`config.mk`:
```
export PLATFORM = sky130hd
export DESIGN_NAME = arith_logic_instr_decode
export DESIGN_NICKNAME = d
export VERILOG_FILES = /design/src/decode_pkg.sv /design/src/alu8.sv /design/src/arith_logic_instr_decode.sv
export VERILOG_INCLUDE_DIRS = /design/src /design/src/src
export SDC_FILE = /design/constraint.sdc
export NUM_CORES = 1
export LEC_CHECK = 0
export ABC_AREA = 1
export BUFFER_PORTS_ARGS = -buffer_cell sky130_fd_sc_hd__buf_2
export CAP_MARGIN = 5
export CELL_PAD_IN_SITES_DETAIL_PLACEMENT = 0
export CELL_PAD_IN_SITES_GLOBAL_PLACEMENT = 1
export CORE_ASPECT_RATIO = 0.5
export CORE_UTILIZATION = 45
export CTS_CLUSTER_SIZE = 40
export DETAILED_ROUTE_END_ITERATION = 12
export GPL_TIMING_DRIVEN = 0
export PLACE_DENSITY_LB_ADDON = 0.1
export RECOVER_POWER = 25
export SLEW_MARGIN = 20
export SYNTH_ARGS = -nofsm -noshare
export SYNTH_HDL_FRONTEND = slang
export SYNTH_SLANG_ARGS = --single-unit
```
`constraint.sdc`:
```
create_clock -name sys_clk -period 14.9 [get_ports sys_clk]
set_input_delay 2.98 -clock sys_clk [delete_from_list [all_inputs] [get_ports sys_clk]]
set_output_delay 2.98 -clock sys_clk [all_outputs]
set_load 0.05 [all_outputs]
```
`src/decode_cfg.svh`:
```
// Purpose: constants for the arithmetic/logic instruction decoder
// Assumes: included by bare name from the decoder files
// Notes: opcode fields, lengths, cycle counts, reset values
// Function
// - Instructions are 1, 2 or 3 bytes; length comes from the opcode.
// - Execution takes 2 to 8 cycles; multiply and divide take 8.
// - Add uses 28-2F register, 25 direct, 26-27 indirect, 24 immediate; 2 cycles.
// - Add-with-carry uses 38-3F, 35, 36-37, 34; 2 cycles each.
// - Subtract-with-borrow uses 98-9F, 95, 96-97, 94; 2 cycles each.
// - Increment uses 04 acc, 08-0F register, 05 direct, 06-07 indirect.
// - Decrement uses 14 acc, 18-1F register, 15 direct, 16-17 indirect.
// - Opcode A3 increments the data pointer; 1 byte, 4 cycles.
// - AND into acc uses 58-5F, 55, 56-57, 54; 2 cycles each.
// - AND into direct byte: 52 with acc 2 cycles, 53 immediate 4.
// - OR into acc uses 48-4F, 45, 46-47, 44; 2 cycles each.
// - XOR into acc uses 68-6F, 65, 66-67, 64; 2 cycles each.
// - XOR into direct byte: 62 with acc 2 cycles, 63 immediate 4.
// - Rotates 23 left, 33 left carry, 03 right, 13 right carry; 2 cycles.
// - Register forms pick the register from opcode bits 2:0.
`ifndef DECODE_CFG_SVH
`define DECODE_CFG_SVH

// ==========================================================
// Opcode high nibbles of the groups
`define HI_INC     4'h0
`define HI_DEC     4'h1
`define HI_ADD     4'h2
`define HI_ADD_WITH_CARRY    4'h3
`define HI_OR      4'h4
`define HI_AND     4'h5
`define HI_XOR     4'h6
`define HI_SUBTRACT_WITH_BORROW    4'h9

// ==========================================================
// Opcode low nibble forms
`define LO_DIRA    4'h2
`define LO_DIRI    4'h3
`define LO_IMM     4'h4
`define LO_DIR     4'h5
`define LO_IND     3'h3

// ==========================================================
// Whole opcodes
`define OPC_RR     8'h03
`define OPC_RRC    8'h13
`define OPC_RL     8'h23
`define OPC_RLC    8'h33
`define OPC_INCDP  8'ha3
`define OPC_MUL    8'ha4
`define OPC_DIV    8'h84

// ==========================================================
// Lengths and cycle counts
`define LEN_ONE    2'h1
`define LEN_TWO    2'h2
`define LEN_THREE  2'h3
`define CYC_SHORT  4'h2
`define CYC_LONG   4'h4
`define CYC_MULDIV 4'h8

// ==========================================================
// Reset values
`define PC_RST     16'h0000
`define ACC_RST    8'h00
`define B_RST      8'h00
`define DATA_POINTER_16_RST   16'h0000

`endif

```
`src/decode_pkg.sv`:
```
// Purpose: shared types of the instruction decoder
// Assumes: nothing beyond SystemVerilog
// Notes: constants live in decode_cfg.svh
package decode_pkg;

  // ==========================================================
  // Operations
  typedef enum logic [3:0] {
    OP_NONE, OP_ADD, OP_ADD_WITH_CARRY, OP_SUBTRACT_WITH_BORROW, OP_INC, OP_DEC,
    OP_AND, OP_OR, OP_XOR, OP_RL, OP_RLC, OP_RR, OP_RRC,
    OP_MUL, OP_DIV, OP_INCDP
  } op_t;

  // Operand source and result target
  typedef enum logic [2:0] {SRC_ACC, SRC_REG, SRC_DIR, SRC_IND, SRC_IMM} src_t;
  typedef enum logic [1:0] {DST_ACC, DST_OPND, DST_DATA_POINTER_16, DST_AB} dst_t;

  // One-hot sequencer states
  typedef enum logic [3:0] {
    ST_FETCH = 4'b0001,
    ST_BYTE2 = 4'b0010,
    ST_BYTE3 = 4'b0100,
    ST_EXEC  = 4'b1000
  } state_t;

  typedef struct packed {
    op_t        op;
    src_t       src;
    dst_t       dst;
    logic [1:0] len;
    logic [3:0] cyc;
  } dec_t;

endpackage

```
`src/alu8.sv`:
```
// Purpose: 8-bit arithmetic, logic, rotate, multiply and divide unit
// Assumes: purely combinational, flags come in from the caller
// Notes: divide by zero leaves A and B unchanged and sets overflow
`timescale 1ns/1ps
`include "decode_cfg.svh"
module alu8
  import decode_pkg::*;
(
  input  wire op_t        op,
  input  wire logic [7:0] a,
  input  wire logic [7:0] b,
  input  wire logic [7:0] bval,
  input  wire logic       cin,
  input  wire logic       vin,
  output logic      [7:0] res,
  output logic      [7:0] res_b,
  output logic            cout,
  output logic            ovf
);

  logic [8:0]  sum;
  logic [15:0] prod;
  logic        cy;

  // ==========================================================
  // Result and flags
  always_comb
  begin
    sum   = 9'h000;
    prod  = 16'h0000;
    cy    = 1'b0;
    res   = a;
    res_b = bval;
    cout  = cin;
    ovf   = vin;
    case (op)
      OP_ADD, OP_ADD_WITH_CARRY, OP_SUBTRACT_WITH_BORROW:
      begin
        cy = (op == OP_ADD) ? 1'b0 : cin;
        if (op == OP_SUBTRACT_WITH_BORROW)
          sum = {1'b0, a} - {1'b0, b} - {8'h00, cy};
        else
          sum = {1'b0, a} + {1'b0, b} + {8'h00, cy};
        res  = sum[7:0];
        cout = sum[8];  // Borrow out on subtract
        if (op == OP_SUBTRACT_WITH_BORROW)
          ovf = (a[7] ^ b[7]) & (a[7] ^ sum[7]);
        else
          ovf = ~(a[7] ^ b[7]) & (a[7] ^ sum[7]);
      end
      OP_INC:  res = b + 8'h01;
      OP_DEC:  res = b - 8'h01;
      OP_AND:  res = a & b;
      OP_OR:   res = a | b;
      OP_XOR:  res = a ^ b;
      OP_RL:   res = {a[6:0], a[7]};
      OP_RLC:
      begin
        res  = {a[6:0], cin};
        cout = a[7];
      end
      OP_RR:   res = {a[0], a[7:1]};
      OP_RRC:
      begin
        res  = {cin, a[7:1]};
        cout = a[0];
      end
      OP_MUL:
      begin
        prod  = {8'h00, a} * {8'h00, bval};
        res   = prod[7:0];
        res_b = prod[15:8];
        cout  = 1'b0;
        ovf   = |prod[15:8];
      end
      OP_DIV:
      begin
        cout = 1'b0;
        ovf  = (bval == 8'h00);
        if (bval != 8'h00)
        begin
          res   = a / bval;
          res_b = a % bval;
        end
      end
      default: res = a;
    endcase
  end

endmodule

```
`src/arith_logic_instr_decode.sv`:
```
// Purpose: fetch, decode and execute arithmetic/logic/rotate opcodes
// Assumes: program and data memory answer in the same cycle
// Notes: writes to data memory are posted one cycle after completion
`timescale 1ns/1ps
`include "decode_cfg.svh"
module arith_logic_instr_decode
  import decode_pkg::*;
(
  input  wire logic        sys_clk,
  input  wire logic        nrst,
  input  wire logic [1:0]  bank_sel,
  input  wire logic        prog_ready,
  input  wire logic [7:0]  prog_data,
  output logic             prog_rd,
  output logic      [15:0] prog_addr,
  input  wire logic [7:0]  dmem_rdata,
  output logic             dmem_rd,
  output logic      [7:0]  dmem_raddr,
  output logic             dmem_wr,
  output logic      [7:0]  dmem_waddr,
  output logic      [7:0]  dmem_wdata,
  output logic      [7:0]  acc_out,
  output logic      [7:0]  b_out,
  output logic             carry_flag,
  output logic             ovf_flag,
  output logic      [15:0] data_pointer_16,
  output logic             instr_done,
  output logic             unsupported_op
);

  // ==========================================================
  // Decode table
  function automatic dec_t decode(input logic [7:0] opc);
    dec_t       d;
    logic [3:0] hi, lo;
    logic       ind, acc_form, dir_form, incdec;
    hi       = opc[7:4];
    lo       = opc[3:0];
    ind      = (lo[3:1] == `LO_IND);
    acc_form = opc[3] | ind | (lo == `LO_DIR) | (lo == `LO_IMM);
    dir_form = (lo == `LO_DIRA) | (lo == `LO_DIRI);
    incdec   = (hi == `HI_INC) | (hi == `HI_DEC);
    d        = '{op: OP_NONE, src: SRC_ACC, dst: DST_ACC,
                 len: `LEN_ONE, cyc: `CYC_SHORT};
    case (hi)
      `HI_ADD:  d.op = acc_form ? OP_ADD : OP_NONE;
      `HI_ADD_WITH_CARRY: d.op = acc_form ? OP_ADD_WITH_CARRY : OP_NONE;
      `HI_SUBTRACT_WITH_BORROW: d.op = acc_form ? OP_SUBTRACT_WITH_BORROW : OP_NONE;
      `HI_INC:  d.op = acc_form ? OP_INC : OP_NONE;
      `HI_DEC:  d.op = acc_form ? OP_DEC : OP_NONE;
      `HI_AND:  d.op = (acc_form | dir_form) ? OP_AND : OP_NONE;
      `HI_OR:   d.op = (acc_form | dir_form) ? OP_OR : OP_NONE;
      `HI_XOR:  d.op = (acc_form | dir_form) ? OP_XOR : OP_NONE;
      default:  d.op = OP_NONE;
    endcase
    if (d.op != OP_NONE)
    begin
      if (opc[3])
        d.src = SRC_REG;
      else if (ind)
        d.src = SRC_IND;
      else if (lo == `LO_DIR || dir_form)
        d.src = SRC_DIR;
      else
        d.src = incdec ? SRC_ACC : SRC_IMM;
      if (d.src == SRC_DIR || d.src == SRC_IMM)
        d.len = `LEN_TWO;
      if (dir_form || (incdec && d.src != SRC_ACC))
        d.dst = DST_OPND;
      if (lo == `LO_DIRI)
      begin
        d.len = `LEN_THREE;
        d.cyc = `CYC_LONG;
      end
    end
    // Single opcodes outside the grouped rows
    case (opc)
      `OPC_RL:    d.op = OP_RL;
      `OPC_RLC:   d.op = OP_RLC;
      `OPC_RR:    d.op = OP_RR;
      `OPC_RRC:   d.op = OP_RRC;
      `OPC_INCDP:
      begin
        d.op  = OP_INCDP;
        d.dst = DST_DATA_POINTER_16;
        d.cyc = `CYC_LONG;
      end
      `OPC_MUL, `OPC_DIV:
      begin
        d.op  = (opc == `OPC_MUL) ? OP_MUL : OP_DIV;
        d.dst = DST_AB;
        d.cyc = `CYC_MULDIV;
      end
      default: d.op = d.op;
    endcase
    return d;
  endfunction

  // ==========================================================
  // State
  state_t      state_ff, nxt_state;
  logic [15:0] pc_ff;
  logic [7:0]  opc_ff, byte2_ff, byte3_ff;
  logic [2:0]  step_ff;
  logic [7:0]  ptr_ff;
  logic [7:0]  acc_ff, b_ff;
  logic        cy_ff, ov_ff;
  logic [15:0] data_pointer_16_ff;
  logic        wr_ff;
  logic [7:0]  waddr_ff, wdata_ff;
  dec_t        dec_in, dec;
  logic        take, last;
  logic [7:0]  reg_addr, ind_addr, opnd_addr;
  logic [7:0]  opnd, alu_a, res, res_b;
  logic        cout, ovf;

  assign dec_in = decode(prog_data);
  assign dec    = decode(opc_ff);
  // Fetch handshake and completion strobe
  assign prog_rd        = (state_ff != ST_EXEC);
  assign take           = prog_rd & prog_ready;
  assign last           = (state_ff == ST_EXEC) && ({1'b0, step_ff} == dec.cyc - 4'h1);
  assign instr_done     = last;
  assign unsupported_op = last && (dec.op == OP_NONE);

  // ==========================================================
  // Sequencer: fetch as many bytes as the opcode asks for
  always_comb
  begin
    nxt_state = state_ff;
    case (state_ff)
      ST_FETCH: if (take) nxt_state = (dec_in.len == `LEN_ONE) ? ST_EXEC : ST_BYTE2;
      ST_BYTE2: if (take) nxt_state = (dec.len == `LEN_THREE) ? ST_BYTE3 : ST_EXEC;
      ST_BYTE3: if (take) nxt_state = ST_EXEC;
      ST_EXEC:  if (last) nxt_state = ST_FETCH;
      default:  nxt_state = ST_FETCH;
    endcase
  end

  // Program counter and instruction bytes
  always_ff @(posedge sys_clk or negedge nrst)
  begin
    if (!nrst)
    begin
      state_ff <= ST_FETCH;
      pc_ff    <= `PC_RST;
      opc_ff   <= 8'h00;
      byte2_ff <= 8'h00;
      byte3_ff <= 8'h00;
    end
    else
    begin
      state_ff <= nxt_state;
      if (take)
        pc_ff <= pc_ff + 16'h0001;
      if (take && state_ff == ST_FETCH)
        opc_ff <= prog_data;
      if (take && state_ff == ST_BYTE2)
        byte2_ff <= prog_data;
      if (take && state_ff == ST_BYTE3)
        byte3_ff <= prog_data;
    end
  end

  assign prog_addr = pc_ff;

  // Execute step count, runs up to the cycle budget of each opcode
  always_ff @(posedge sys_clk or negedge nrst)
  begin
    if (!nrst)
      step_ff <= 3'h0;
    else if (state_ff != ST_EXEC || last)
      step_ff <= 3'h0;
    else
      step_ff <= step_ff + 3'h1;
  end

  // ==========================================================
  // Operand addressing: step 0 reads register, direct or pointer
  always_comb
  begin
    reg_addr   = {3'b000, bank_sel, opc_ff[2:0]};
    ind_addr   = {3'b000, bank_sel, 2'b00, opc_ff[0]};
    opnd_addr  = (dec.src == SRC_REG) ? reg_addr : byte2_ff;
    dmem_rd    = 1'b0;
    dmem_raddr = 8'h00;
    if (state_ff == ST_EXEC && step_ff == 3'h0)
    begin
      dmem_rd    = (dec.src == SRC_REG) || (dec.src == SRC_DIR) || (dec.src == SRC_IND);
      dmem_raddr = (dec.src == SRC_IND) ? ind_addr : opnd_addr;
    end
    else if (state_ff == ST_EXEC && step_ff == 3'h1 && dec.src == SRC_IND)
    begin
      dmem_rd    = 1'b1;
      dmem_raddr = ptr_ff;
    end
  end

  // First read is held: operand value, or pointer for indirect forms
  always_ff @(posedge sys_clk or negedge nrst)
  begin
    if (!nrst)
      ptr_ff <= 8'h00;
    else if (dmem_rd && step_ff == 3'h0)
      ptr_ff <= dmem_rdata;
  end

  // Operand selection for the final step
  always_comb
  begin
    case (dec.src)
      SRC_IND:          opnd = dmem_rdata;
      SRC_REG, SRC_DIR: opnd = ptr_ff;
      SRC_IMM:          opnd = byte2_ff;
      default:          opnd = acc_ff;
    endcase
    // Three-byte forms combine the immediate with the direct byte
    alu_a = (dec.len == `LEN_THREE) ? byte3_ff : acc_ff;
  end

  alu8 u_alu (
    .op    (dec.op),
    .a     (alu_a),
    .b     (opnd),
    .bval  (b_ff),
    .cin   (cy_ff),
    .vin   (ov_ff),
    .res   (res),
    .res_b (res_b),
    .cout  (cout),
    .ovf   (ovf)
  );

  // ==========================================================
  // Architectural registers, committed on the last step only
  always_ff @(posedge sys_clk or negedge nrst)
  begin
    if (!nrst)
    begin
      acc_ff  <= `ACC_RST;
      b_ff    <= `B_RST;
      cy_ff   <= 1'b0;
      ov_ff   <= 1'b0;
      data_pointer_16_ff <= `DATA_POINTER_16_RST;
    end
    else if (last && dec.op != OP_NONE)
    begin
      if (dec.dst == DST_ACC || dec.dst == DST_AB)
        acc_ff <= res;
      if (dec.dst == DST_AB)
        b_ff <= res_b;
      if (dec.dst == DST_DATA_POINTER_16)
        data_pointer_16_ff <= data_pointer_16_ff + 16'h0001;
      if (dec.op inside {OP_ADD, OP_ADD_WITH_CARRY, OP_SUBTRACT_WITH_BORROW, OP_RLC, OP_RRC, OP_MUL, OP_DIV})
        cy_ff <= cout;
      if (dec.op inside {OP_ADD, OP_ADD_WITH_CARRY, OP_SUBTRACT_WITH_BORROW, OP_MUL, OP_DIV})
        ov_ff <= ovf;
    end
  end

  // Posted write back to memory; next read is at least a fetch away
  always_ff @(posedge sys_clk or negedge nrst)
  begin
    if (!nrst)
    begin
      wr_ff    <= 1'b0;
      waddr_ff <= 8'h00;
      wdata_ff <= 8'h00;
    end
    else
    begin
      wr_ff <= last && dec.op != OP_NONE && dec.dst == DST_OPND;
      if (last && dec.dst == DST_OPND)
      begin
        waddr_ff <= (dec.src == SRC_IND) ? ptr_ff : opnd_addr;
        wdata_ff <= res;
      end
    end
  end

  assign dmem_wr         = wr_ff;
  assign dmem_waddr      = waddr_ff;
  assign dmem_wdata      = wdata_ff;
  assign acc_out         = acc_ff;
  assign b_out           = b_ff;
  assign carry_flag      = cy_ff;
  assign ovf_flag        = ov_ff;
  assign data_pointer_16 = data_pointer_16_ff;

  logic exec_first;
  assign exec_first = (state_ff == ST_EXEC) && (step_ff == 3'h0);
endmodule

```
==> results by group, run 1 <==
Setup path
  • Crit path max-delay family: simple AND/OR/NAND/NOR gates
  • CP bufs+invs: 10
  • Slowest-stage cell, CP: a2111oi_1
  • Worst stage delay on the critical path: 0.50 ns
  • Crit Path Max Fanout: 11
  • Crit Path Category: reg -> reg
  • Worst Path Required: 15.16 ns
  • Most Frequent Cell on Critical Path: nand2_1
  • Startpoint types: flip-flop
  • CP Capture Type: flip-flop
  • CP arrival: 13.69 ns

Global route
  • Residual overflow from global routing: 0
  • GRT Util Overall: 0.276
  • First-pass GRT wire length: 54.8 mm
  • Vias in the first global route: 10,400
  • Largest net degree at the start of global routing: 68
  • Antenna violations before repair: 0

Logic synthesis
  • Post-synthesis cell type count: 60
  • Async S/R FF share, synth: 1.00
  • Syn Area/Cell: 7.20 um2
  • Synth Register Bits: 106
  • Synth area leader: dfrtp_1
  • Top post-synthesis cells by area: dfrtp_1, ha_1, nand2_1, inv_1, fa_1
  • Synthesized net count: 1,745
  • Mapped Area: 11,300 um2
  • Register area share after synthesis: 0.236
  • List of most frequent post-synthesis cells: nand2_1, inv_1, nor2_1
  • Yosys warning total: 0
  • Most common cell in the netlist: nand2_1
  • Top cell type's share of synthesized area: 0.233
  • Cells after Synth: 1,565
  • EDFF count, synth: 0
  • Top FF cell, synth: dfrtp_1

Floorplan
  • DIE AREA: 25,700 um2
  • Starting Density: 0.464
  • I/O pin count: 100
  • Core box area: 24,300 um2
  • Chip Width: 226 um
  • Die height: 114 um
  • Row count: 40

Layout
  • Syn-to-layout area delta: 11.0%
  • ANT cells: 0
  • Layout net count: 1,856
  • Layout cells sized above 1: 0.124

Detailed routing
  • WL per Instance: 17.0 um
  • Via Count: 10,900
  • DRC viols: 0
  • Starting DRT DRC Count: 823
  • Post-Route WL: 34.3 mm
  • Routed Antenna Nets: 0
  • Vias per Instance: 5.38
  • 1st-pass router iterations: 6

Clocking
  • Clock root cell: clkbuf_16
  • Worst-Skew Late Latency: 0.38 ns
  • Clk sinks: 106
  • Hold Buf Count CTS: 0
  • Clock slew at reported path FFs: 0.09 ns
  • Cts bufs inserted: 9
  • Post_cts resized: 0
  • H-tree levels: 3
  • Clk buf depth: 2
  • CTS tree: yes
  • Post-CTS Setup Inserts: 0

Timing
  • Worst slew pin tran: 3.65 ns
  • Worst Skew: 0.0245 ns
  • Slew margin rel.: -1.43
  • Fmax achieved: 0.0744 GHz
  • Max Transition Viols Final: 109
  • Unrepaired setup endpoints after global routing: no
  • Period utilization: 0.902
  • Min Tclk post-route: 13.44 ns
  • Endpoints failing setup: 0
  • Final hold violations: 0
  • Setup_tns: 0 ns

Place
  • GP Congestion: 0.932
  • PortBufs: 99
  • DP Wirelength: 27.8 mm

Flow run
  • Max Cap Violations: 2

Worst hold path
  • HP Class: reg -> reg

Run status
  • Outcome: finished, violations left
  • Failing checks: capacitance limit, slew limit
[logic make-up (layout without fill, tap and decap cells)]
group / count (synthesis) / count (layout) / synth area share
buffers and inverters: 279 / 395 / 0.0967
multiplexers: 5 / 5 / 0.00589
AND/OR/NAND/NOR: 691 / 691 / 0.270
flip-flops: 106 / 106 / 0.236
AO/OA/AOI/OAI: 263 / 263 / 0.139
adder cells (fa/ha/maj): 159 / 159 / 0.205
XOR/XNOR: 62 / 62 / 0.0482
[worst reg2reg max path, delay by kind of cell, from the launching register on]
| kind | cells | cell delay (ns) |
|---|---|---|
| compound gates | 20 | 3.93 |
| fa+ha+maj | 8 | 2.40 |
| buf+inv | 10 | 1.41 |
| flops | 1 | 0.47 |
| mux | 1 | 0.31 |
| simple gates | 44 | 4.80 |
[path summary, 6_finish.rpt]
path | start | end | slack [ns] | cells after the start
worst max-delay path | opc_ff[2] | acc_out[0] | 1.46 | 83
worst min-delay path | dmem_wdata[0] | dmem_wdata[0] | 0.48 | 2
worst max register to register | opc_ff[2] | acc_out[0] | 1.46 | 83
worst min register to register | dmem_wdata[0] | dmem_wdata[0] | 0.48 | 2
max in group asynchronous | nrst | dmem_wdata[5] | 7.12 | 2
min in group asynchronous | nrst | b_out[6] | 3.32 | 1
[area by class of cell]
| type | count | area, um2 |
|---|---|---|
| clock inverter | 7 | 91.3 |
| multi-input combinational | 1180 | 7530 |
| sequential | 106 | 2650 |
| tap | 336 | 420 |
| inverter | 255 | 962 |
| buffer | 24 | 128 |
| fill | 2465 | 11800 |
| clock buffer | 9 | 225 |
| timing repair buffer | 100 | 494 |
[layout by cell type, fill, tap and decap left out, drive strengths merged, types with 11 or more instances in the layout]
master,Yosys,final
nor2,159,159
inv,248,248
or2,16,16
fa,42,42
nand4,11,11
ha,117,117
dfrtp,105,105
clkbuf,13,27
o21ai,104,104
a21oi,75,75
xor2,38,38
nand3,93,93
o22ai,13,13
buf,11,106
nand2,373,373
xnor2,24,24
clkinv,7,14
nor3,27,27
[flip-flops by register name (all words and copies together), names as in the netlist]
name,count
acc_out,8
b_out,8
byte2_ff,8
byte3_ff,8
carry_flag,1
data_pointer_16,16
dmem_waddr,8
dmem_wdata,8
dmem_wr,1
opc_ff,8
ovf_flag,1
prog_addr,16
ptr_ff,8
state_ff,4
step_ff,3
[per-layer routing]
metal  share of wire  vias to the layer above  track usage
li1                -                     5315            -
met1            0.46                     5166        0.377
met2            0.45                      321        0.453
met3           0.064                       48       0.0440
met4           0.021                        0       0.0776
met5               0                        -            0
[stage by stage]
| step | hold WS, ns | util | worst slack (ns) | instance area (um2) | cells |
|---|---|---|---|---|---|
| 2_1_floorplan | 0.453 | - | 3.66 | 11300 | 1565 |
| 3_3_place_gp | 0.451 | 0.502 | 1.06 | 12200 | 2000 |
| 3_5_place_dp | 0.458 | 0.503 | 0.902 | 12200 | 2001 |
| 4_1_cts | 0.478 | 0.516 | 0.824 | 12500 | 2017 |
| 5_1_grt | 0.496 | 0.515 | 0.0216 | 12500 | 2017 |
| 6_report | 0.477 | 0.515 | 1.46 | 12500 | 2017 |
Power of run 1 is not shown: default switching activity piles up to over one toggle a cycle in this logic, so the estimate is an artifact.
==> run 2: changes to the inputs <==
--- a/config.mk
+++ b/config.mk
@@ -17,7 +17,6 @@
 export DETAILED_ROUTE_END_ITERATION = 12
 export GPL_TIMING_DRIVEN = 0
 export PLACE_DENSITY_LB_ADDON = 0.1
-export RECOVER_POWER = 25
 export SLEW_MARGIN = 20
 export SYNTH_ARGS = -nofsm -noshare
 export SYNTH_HDL_FRONTEND = slang
==> run 2 against run 1 <==
  * The flow now finishes without violations
  * Sequential cell count unchanged
  * Via count barely moved
  * First-iteration DRC count decreased by 8.6%
  * Utilization rose by 0.18 points
  * Critical path depth unchanged
  * Clock-buffer cell count did not move
  * Fmax grew 0.33%
  * Critical endpoint unchanged
==> results by group, run 2 (synthesized netlist as in run 1, its figures left out) <==
Timing
  • Worst slew pin tran: 0.919 ns (was 3.65 ns)
  • Max Transition Viols Final: 0 (was 109)
  • Worst Skew: 0.0240 ns (was 0.0245 ns)
  • Fmax achieved: 0.0747 GHz (was 0.0744 GHz)
  • Final hold violations: 0 (unchanged)
  • Unrepaired setup endpoints after global routing: no (unchanged)
  • Period utilization: 0.899 (was 0.902)
  • Slew margin rel.: 0.385 (was -1.43)
  • Setup WS post-layout: 1.51 ns (was 1.46 ns)
  • Setup_tns: 0 ns (unchanged)
  • Endpoints failing setup: 0 (unchanged)
  • Min Tclk post-route: 13.39 ns (was 13.44 ns)

Setup path
  • Register-to-Register Path Depth: 83 (unchanged)
  • Crit Path Max Fanout: 11 (unchanged)
  • Worst stage delay on the critical path: 0.51 ns (was 0.50 ns)
  • Slowest-stage cell, CP: a2111oi_1 (unchanged)
  • Reg2reg setup slack: 1.51 ns (was 1.46 ns)
  • Crit Path Category: reg -> reg (unchanged)
  • Worst r2r dst: acc_out[0] (unchanged)
  • Worst Path Required: 15.16 ns (about the same)
  • Startpoint types: flip-flop (unchanged)
  • Crit Reg-Reg Startpoint: opc_ff[2] (unchanged)
  • CP Capture Type: flip-flop (unchanged)
  • Most Frequent Cell on Critical Path: nand2_1 (unchanged)
  • CP arrival: 13.65 ns (was 13.69 ns)

Place
  • GP Congestion: 0.932 (unchanged)
  • DP Wirelength: 27.8 mm (unchanged)
  • Place WS: 0.902 ns (unchanged)
  • PortBufs: 99 (unchanged)
  • Placed insts: 2,001 (unchanged)

Global route
  • GRT Util Overall: 0.276 (unchanged)
  • Vias in the first global route: 10,400 (unchanged)
  • Largest net degree at the start of global routing: 68 (unchanged)
  • First-pass GRT wire length: 54.8 mm (unchanged)
  • Residual overflow from global routing: 0 (unchanged)
  • Antenna violations before repair: 0 (unchanged)

Worst hold path
  • HP Class: reg -> reg (unchanged)
  • Hold worst-path end: dmem_wdata[0] (unchanged)
  • Hold Startpoint: dmem_wdata[0] (unchanged)
  • Hold path depth: 2 (unchanged)

Detailed routing
  • Routed Antenna Nets: 0 (unchanged)
  • Via Count: 10,800 (was 10,900)
  • 1st-pass router iterations: 6 (unchanged)
  • Post-Route WL: 34.3 mm (about the same)
  • Vias per Instance: 5.38 (about the same)
  • Starting DRT DRC Count: 752 (was 823)
  • WL per Instance: 17.0 um (about the same)
  • DRC viols: 0 (unchanged)

Clocking
  • Worst-Skew Late Latency: 0.38 ns (about the same)
  • Post_cts resized: 0 (unchanged)
  • Clk buf depth: 2 (unchanged)
  • Clk sinks: 106 (unchanged)
  • Clock slew at reported path FFs: 0.09 ns (about the same)
  • Post-CTS Setup Inserts: 0 (unchanged)
  • H-tree levels: 3 (unchanged)
  • CTS tree: yes (unchanged)
  • Clock root cell: clkbuf_16 (unchanged)
  • Hold Buf Count CTS: 0 (unchanged)
  • Cts bufs inserted: 9 (unchanged)

Layout
  • Syn-to-layout area delta: 11.4% (was 11.0%)
  • Multi-input logic area: 7540 um2 (was 7530 um2)
  • Layout cells sized above 1: 0.129 (was 0.124)
  • Fin cells: 2,017 (unchanged)
  • Filler instances: 2,456 (was 2,465)
  • Commonest non-fill, non-tap cell in the layout: nand2_1 (unchanged)
  • Layout net count: 1,856 (unchanged)
  • Most frequent cells in the layout: nand2_1, inv_1, nor2_1, ha_1, dfrtp_1 (unchanged)
  • Sequential standard cell area: 2650 um2 (unchanged)
  • ANT cells: 0 (unchanged)

Floorplan
  • Row count: 40 (unchanged)
  • I/O pin count: 100 (unchanged)
  • DIE AREA: 25,700 um2 (unchanged)
  • Die height: 114 um (unchanged)
  • Starting Density: 0.464 (unchanged)
  • Core box area: 24,300 um2 (unchanged)
  • Chip Width: 226 um (unchanged)

Flow run
  • Max Cap Violations: 0 (was 2)

Run status
  • Outcome: completed (was finished, violations left)
[run 2: critical path: cells and delay by family (launching register included)]
family                     cells  cell delay [ns]
AOI/OAI and AO/OA             20             3.90
adders and majority gates      8             2.40
buffers and inverters         11             1.45
DFF                            1             0.47
muxes                          1             0.31
and+or+nand+nor               43             4.69
[run 2: how the worst max path moves through the flow]
stage               from          to  slack [ns]
6_report       opc_ff[2]  acc_out[0]        1.51
5_1_grt        opc_ff[2]  acc_out[0]        0.02
2_1_floorplan  opc_ff[2]  acc_out[0]        3.66
3_3_place_gp   opc_ff[2]  acc_out[0]        1.06
3_5_place_dp   opc_ff[2]  acc_out[0]        0.90
4_1_cts        opc_ff[2]  acc_out[0]        0.82
[run 2: area by class of cell]
cell class / count / area share
buffer: 24 / 0.0102
clock buffer: 9 / 0.0179
clock inverter: 7 / 0.00728
inverter: 255 / 0.0767
multi-input combinational: 1180 / 0.601
sequential: 106 / 0.211
tap: 336 / 0.0335
timing repair buffer: 100 / 0.0422
[run 2: routing by layer]
metal	routed length, um	GRT usage	vias to the layer above
met4	704	0.0776	0
met2	15600	0.453	318
met3	2150	0.0440	46
met5	0	0	-
li1	-	-	5317
met1	15900	0.377	5162
[run 2: metrics by stage]
| stage | hold WS [ns] | area (um2) | utilization |
|---|---|---|---|
| 2_1_floorplan | 0.453 | 11300 | - |
| 3_3_place_gp | 0.451 | 12200 | 0.502 |
| 3_5_place_dp | 0.458 | 12200 | 0.503 |
| 4_1_cts | 0.478 | 12500 | 0.516 |
| 5_1_grt | 0.496 | 12500 | 0.517 |
| 6_report | 0.477 | 12500 | 0.517 |
Power of run 2 is left out for the same reason.
==> run 3: changes to the inputs <==
--- a/config.mk
+++ b/config.mk
@@ -17,6 +17,7 @@
 export DETAILED_ROUTE_END_ITERATION = 12
 export GPL_TIMING_DRIVEN = 0
 export PLACE_DENSITY_LB_ADDON = 0.1
+export REMOVE_ABC_BUFFERS = 1
 export SLEW_MARGIN = 20
 export SYNTH_ARGS = -nofsm -noshare
 export SYNTH_HDL_FRONTEND = slang
==> run 3 against run 2 <==
  * Sequential share of layout area grew 0.15 points
  * Wire length shrank 0.52%
  * Worst hold slack lost 0.0052 ns
  * Design area shrank 0.70%
  * Register-to-register slack lost 0.16 ns
  * Sequential cell count is the same
  * Die area is the same
  * Clock skew grew 0.00066 ns
  * Largest cell class unchanged
==> results by group, run 3 (synthesized netlist as in run 1, its figures left out) <==
Detailed routing
  • Via Count: 10,700 (was 10,800)
  • Post-Route WL: 34.2 mm (was 34.3 mm)
  • Vias per Instance: 5.37 (was 5.38)
  • Routed Antenna Nets: 0 (unchanged)
  • WL per Instance: 17.1 um (was 17.0 um)
  • 1st-pass router iterations: 5 (was 6)
  • Starting DRT DRC Count: 721 (was 752)
  • DRC viols: 0 (unchanged)

Clocking
  • CTS tree: yes (unchanged)
  • Cts bufs inserted: 9 (unchanged)
  • Worst-Skew Late Latency: 0.38 ns (about the same)
  • Clk sinks: 106 (unchanged)
  • Hold Buf Count CTS: 0 (unchanged)
  • H-tree levels: 3 (unchanged)
  • Clock root cell: clkbuf_16 (unchanged)
  • Clk buf depth: 2 (unchanged)
  • Clock slew at reported path FFs: 0.10 ns (was 0.09 ns)

Global route
  • GRT Util Overall: 0.278 (was 0.276)
  • Residual overflow from global routing: 0 (unchanged)
  • First-pass GRT wire length: 55.3 mm (was 54.8 mm)
  • Antenna violations before repair: 2 (was 0)
  • Largest net degree at the start of global routing: 59 (was 68)
  • Vias in the first global route: 10,500 (was 10,400)

Setup path
  • Startpoint types: flip-flop (unchanged)
  • Worst Path Required: 15.13 ns (was 15.16 ns)
  • Crit Path Category: reg -> reg (unchanged)
  • Crit Path Max Fanout: 21 (was 11)
  • CP Capture Type: flip-flop (unchanged)
  • Slowest-stage cell, CP: fa_1 (was a2111oi_1)
  • Most Frequent Cell on Critical Path: nand2_1 (unchanged)
  • Worst stage delay on the critical path: 0.48 ns (was 0.51 ns)
  • CP arrival: 13.78 ns (was 13.65 ns)

Timing
  • Endpoints failing setup: 0 (unchanged)
  • Fmax achieved: 0.0738 GHz (was 0.0747 GHz)
  • Slew margin rel.: 0.261 (was 0.385)
  • Final hold violations: 0 (unchanged)
  • Max Transition Viols Final: 0 (unchanged)
  • Worst Skew: 0.0247 ns (was 0.0240 ns)
  • Setup WS post-layout: 1.35 ns (was 1.51 ns)
  • Period utilization: 0.909 (was 0.899)
  • Worst slew pin tran: 1.10 ns (was 0.919 ns)
  • Min Tclk post-route: 13.55 ns (was 13.39 ns)

Layout
  • Filler instances: 2,465 (was 2,456)
  • Most frequent cells in the layout: nand2_1, inv_1, nor2_1, ha_1, dfrtp_1 (unchanged)
  • Finished Cell Area: 12,500 um2 (about the same)
  • Utilization after layout: 0.513 (was 0.517)
  • Commonest non-fill, non-tap cell in the layout: nand2_1 (unchanged)
  • Layout net count: 1,834 (was 1,856)
  • Layout cells sized above 1: 0.130 (was 0.129)
  • ANT cells: 0 (unchanged)
  • Syn-to-layout area delta: 10.6% (was 11.4%)

Place
  • DP Wirelength: 27.2 mm (was 27.8 mm)
  • PortBufs: 99 (unchanged)
  • Place WS: 0.420 ns (was 0.902 ns)
  • Cell Area, Placed: 12,100 um2 (was 12,200 um2)
  • GP Congestion: 0.937 (was 0.932)

Floorplan
  • Die height: 114 um (unchanged)
  • Row count: 40 (unchanged)
  • Core box area: 24,300 um2 (unchanged)
  • I/O pin count: 100 (unchanged)
  • Chip Width: 226 um (unchanged)
  • Starting Density: 0.464 (unchanged)
  • DIE AREA: 25,700 um2 (unchanged)

Run status
  • Outcome: completed (unchanged)

Flow run
  • Max Cap Violations: 0 (unchanged)

Worst hold path
  • HP Class: reg -> reg (unchanged)
## run 3: changes by cell type in the layout (fill, tap and decap cells not counted), moves of 2 or more
cell      change
clkbuf_1     -13
buf_2         -6
buf_4         -2
clkinv_4      -2
clkinv_8      -2
inv_6         +2
inv_8         +2
nor2_1        -2
nor2_2        +2
o21ai_1       -2
## run 3: worst paths after layout
path,slack (ns),startpoint,to,depth (start not counted)
setup / recovery,1.35,opc_ff[2],acc_out[0],80
hold / removal,0.47,prog_addr[15],prog_addr[15],1
setup reg to reg,1.35,opc_ff[2],acc_out[0],80
hold reg to reg,0.47,prog_addr[15],prog_addr[15],1
max in group asynchronous,11.64,nrst,ptr_ff[4],2
min in group asynchronous,2.52,nrst,b_out[7],1
## run 3: metal layers
metal / GRT usage / up-vias / part of all wire
li1: - / 5233 / -
met3: 0.0616 / 51 / 0.070
met2: 0.443 / 320 / 0.44
met5: 0 / - / 0
met1: 0.377 / 5107 / 0.47
met4: 0.0834 / 0 / 0.021
## run 3: layout make-up
class / instances / area, um2 / area share
Tap cell: 336 / 420 / 0.0337
Multi-Input combinational cell: 1180 / 7570 / 0.607
Sequential cell: 106 / 2650 / 0.213
Clock buffer: 9 / 225 / 0.0181
Timing Repair Buffer: 102 / 552 / 0.0443
Clock inverter: 7 / 81.3 / 0.00653
Inverter: 255 / 962 / 0.0772
## run 3: worst max-delay path: cells and delay by family, from the launching register on
kind	cells	cell delay [ns]
AOI/OAI and AO/OA	18	3.46
adders and majority gates	8	2.41
buffers and inverters	11	1.56
DFF	1	0.46
muxes	1	0.30
and+or+nand+nor	42	5.19
## run 3: stage by stage
| step | setup TNS (ns) | std cells | hold WS [ns] |
|---|---|---|---|
| after global routing | -0.0303 | 1995 | 0.497 |
| after CTS | 0 | 1995 | 0.475 |
| after global placement | 0 | 1976 | 0.451 |
| final | 0 | 1995 | 0.472 |
| after detailed placement | 0 | 1979 | 0.456 |
| after floorplan | 0 | 1541 | 0.453 |
## run 3: repair_timing
action | 4_1_cts | 5_1_grt
endpoints found under the setup margin | 0 | 10
gates resized for setup | 0 | 9
buffers inserted | 0 | 0
Power of run 3 is left out for the same reason.
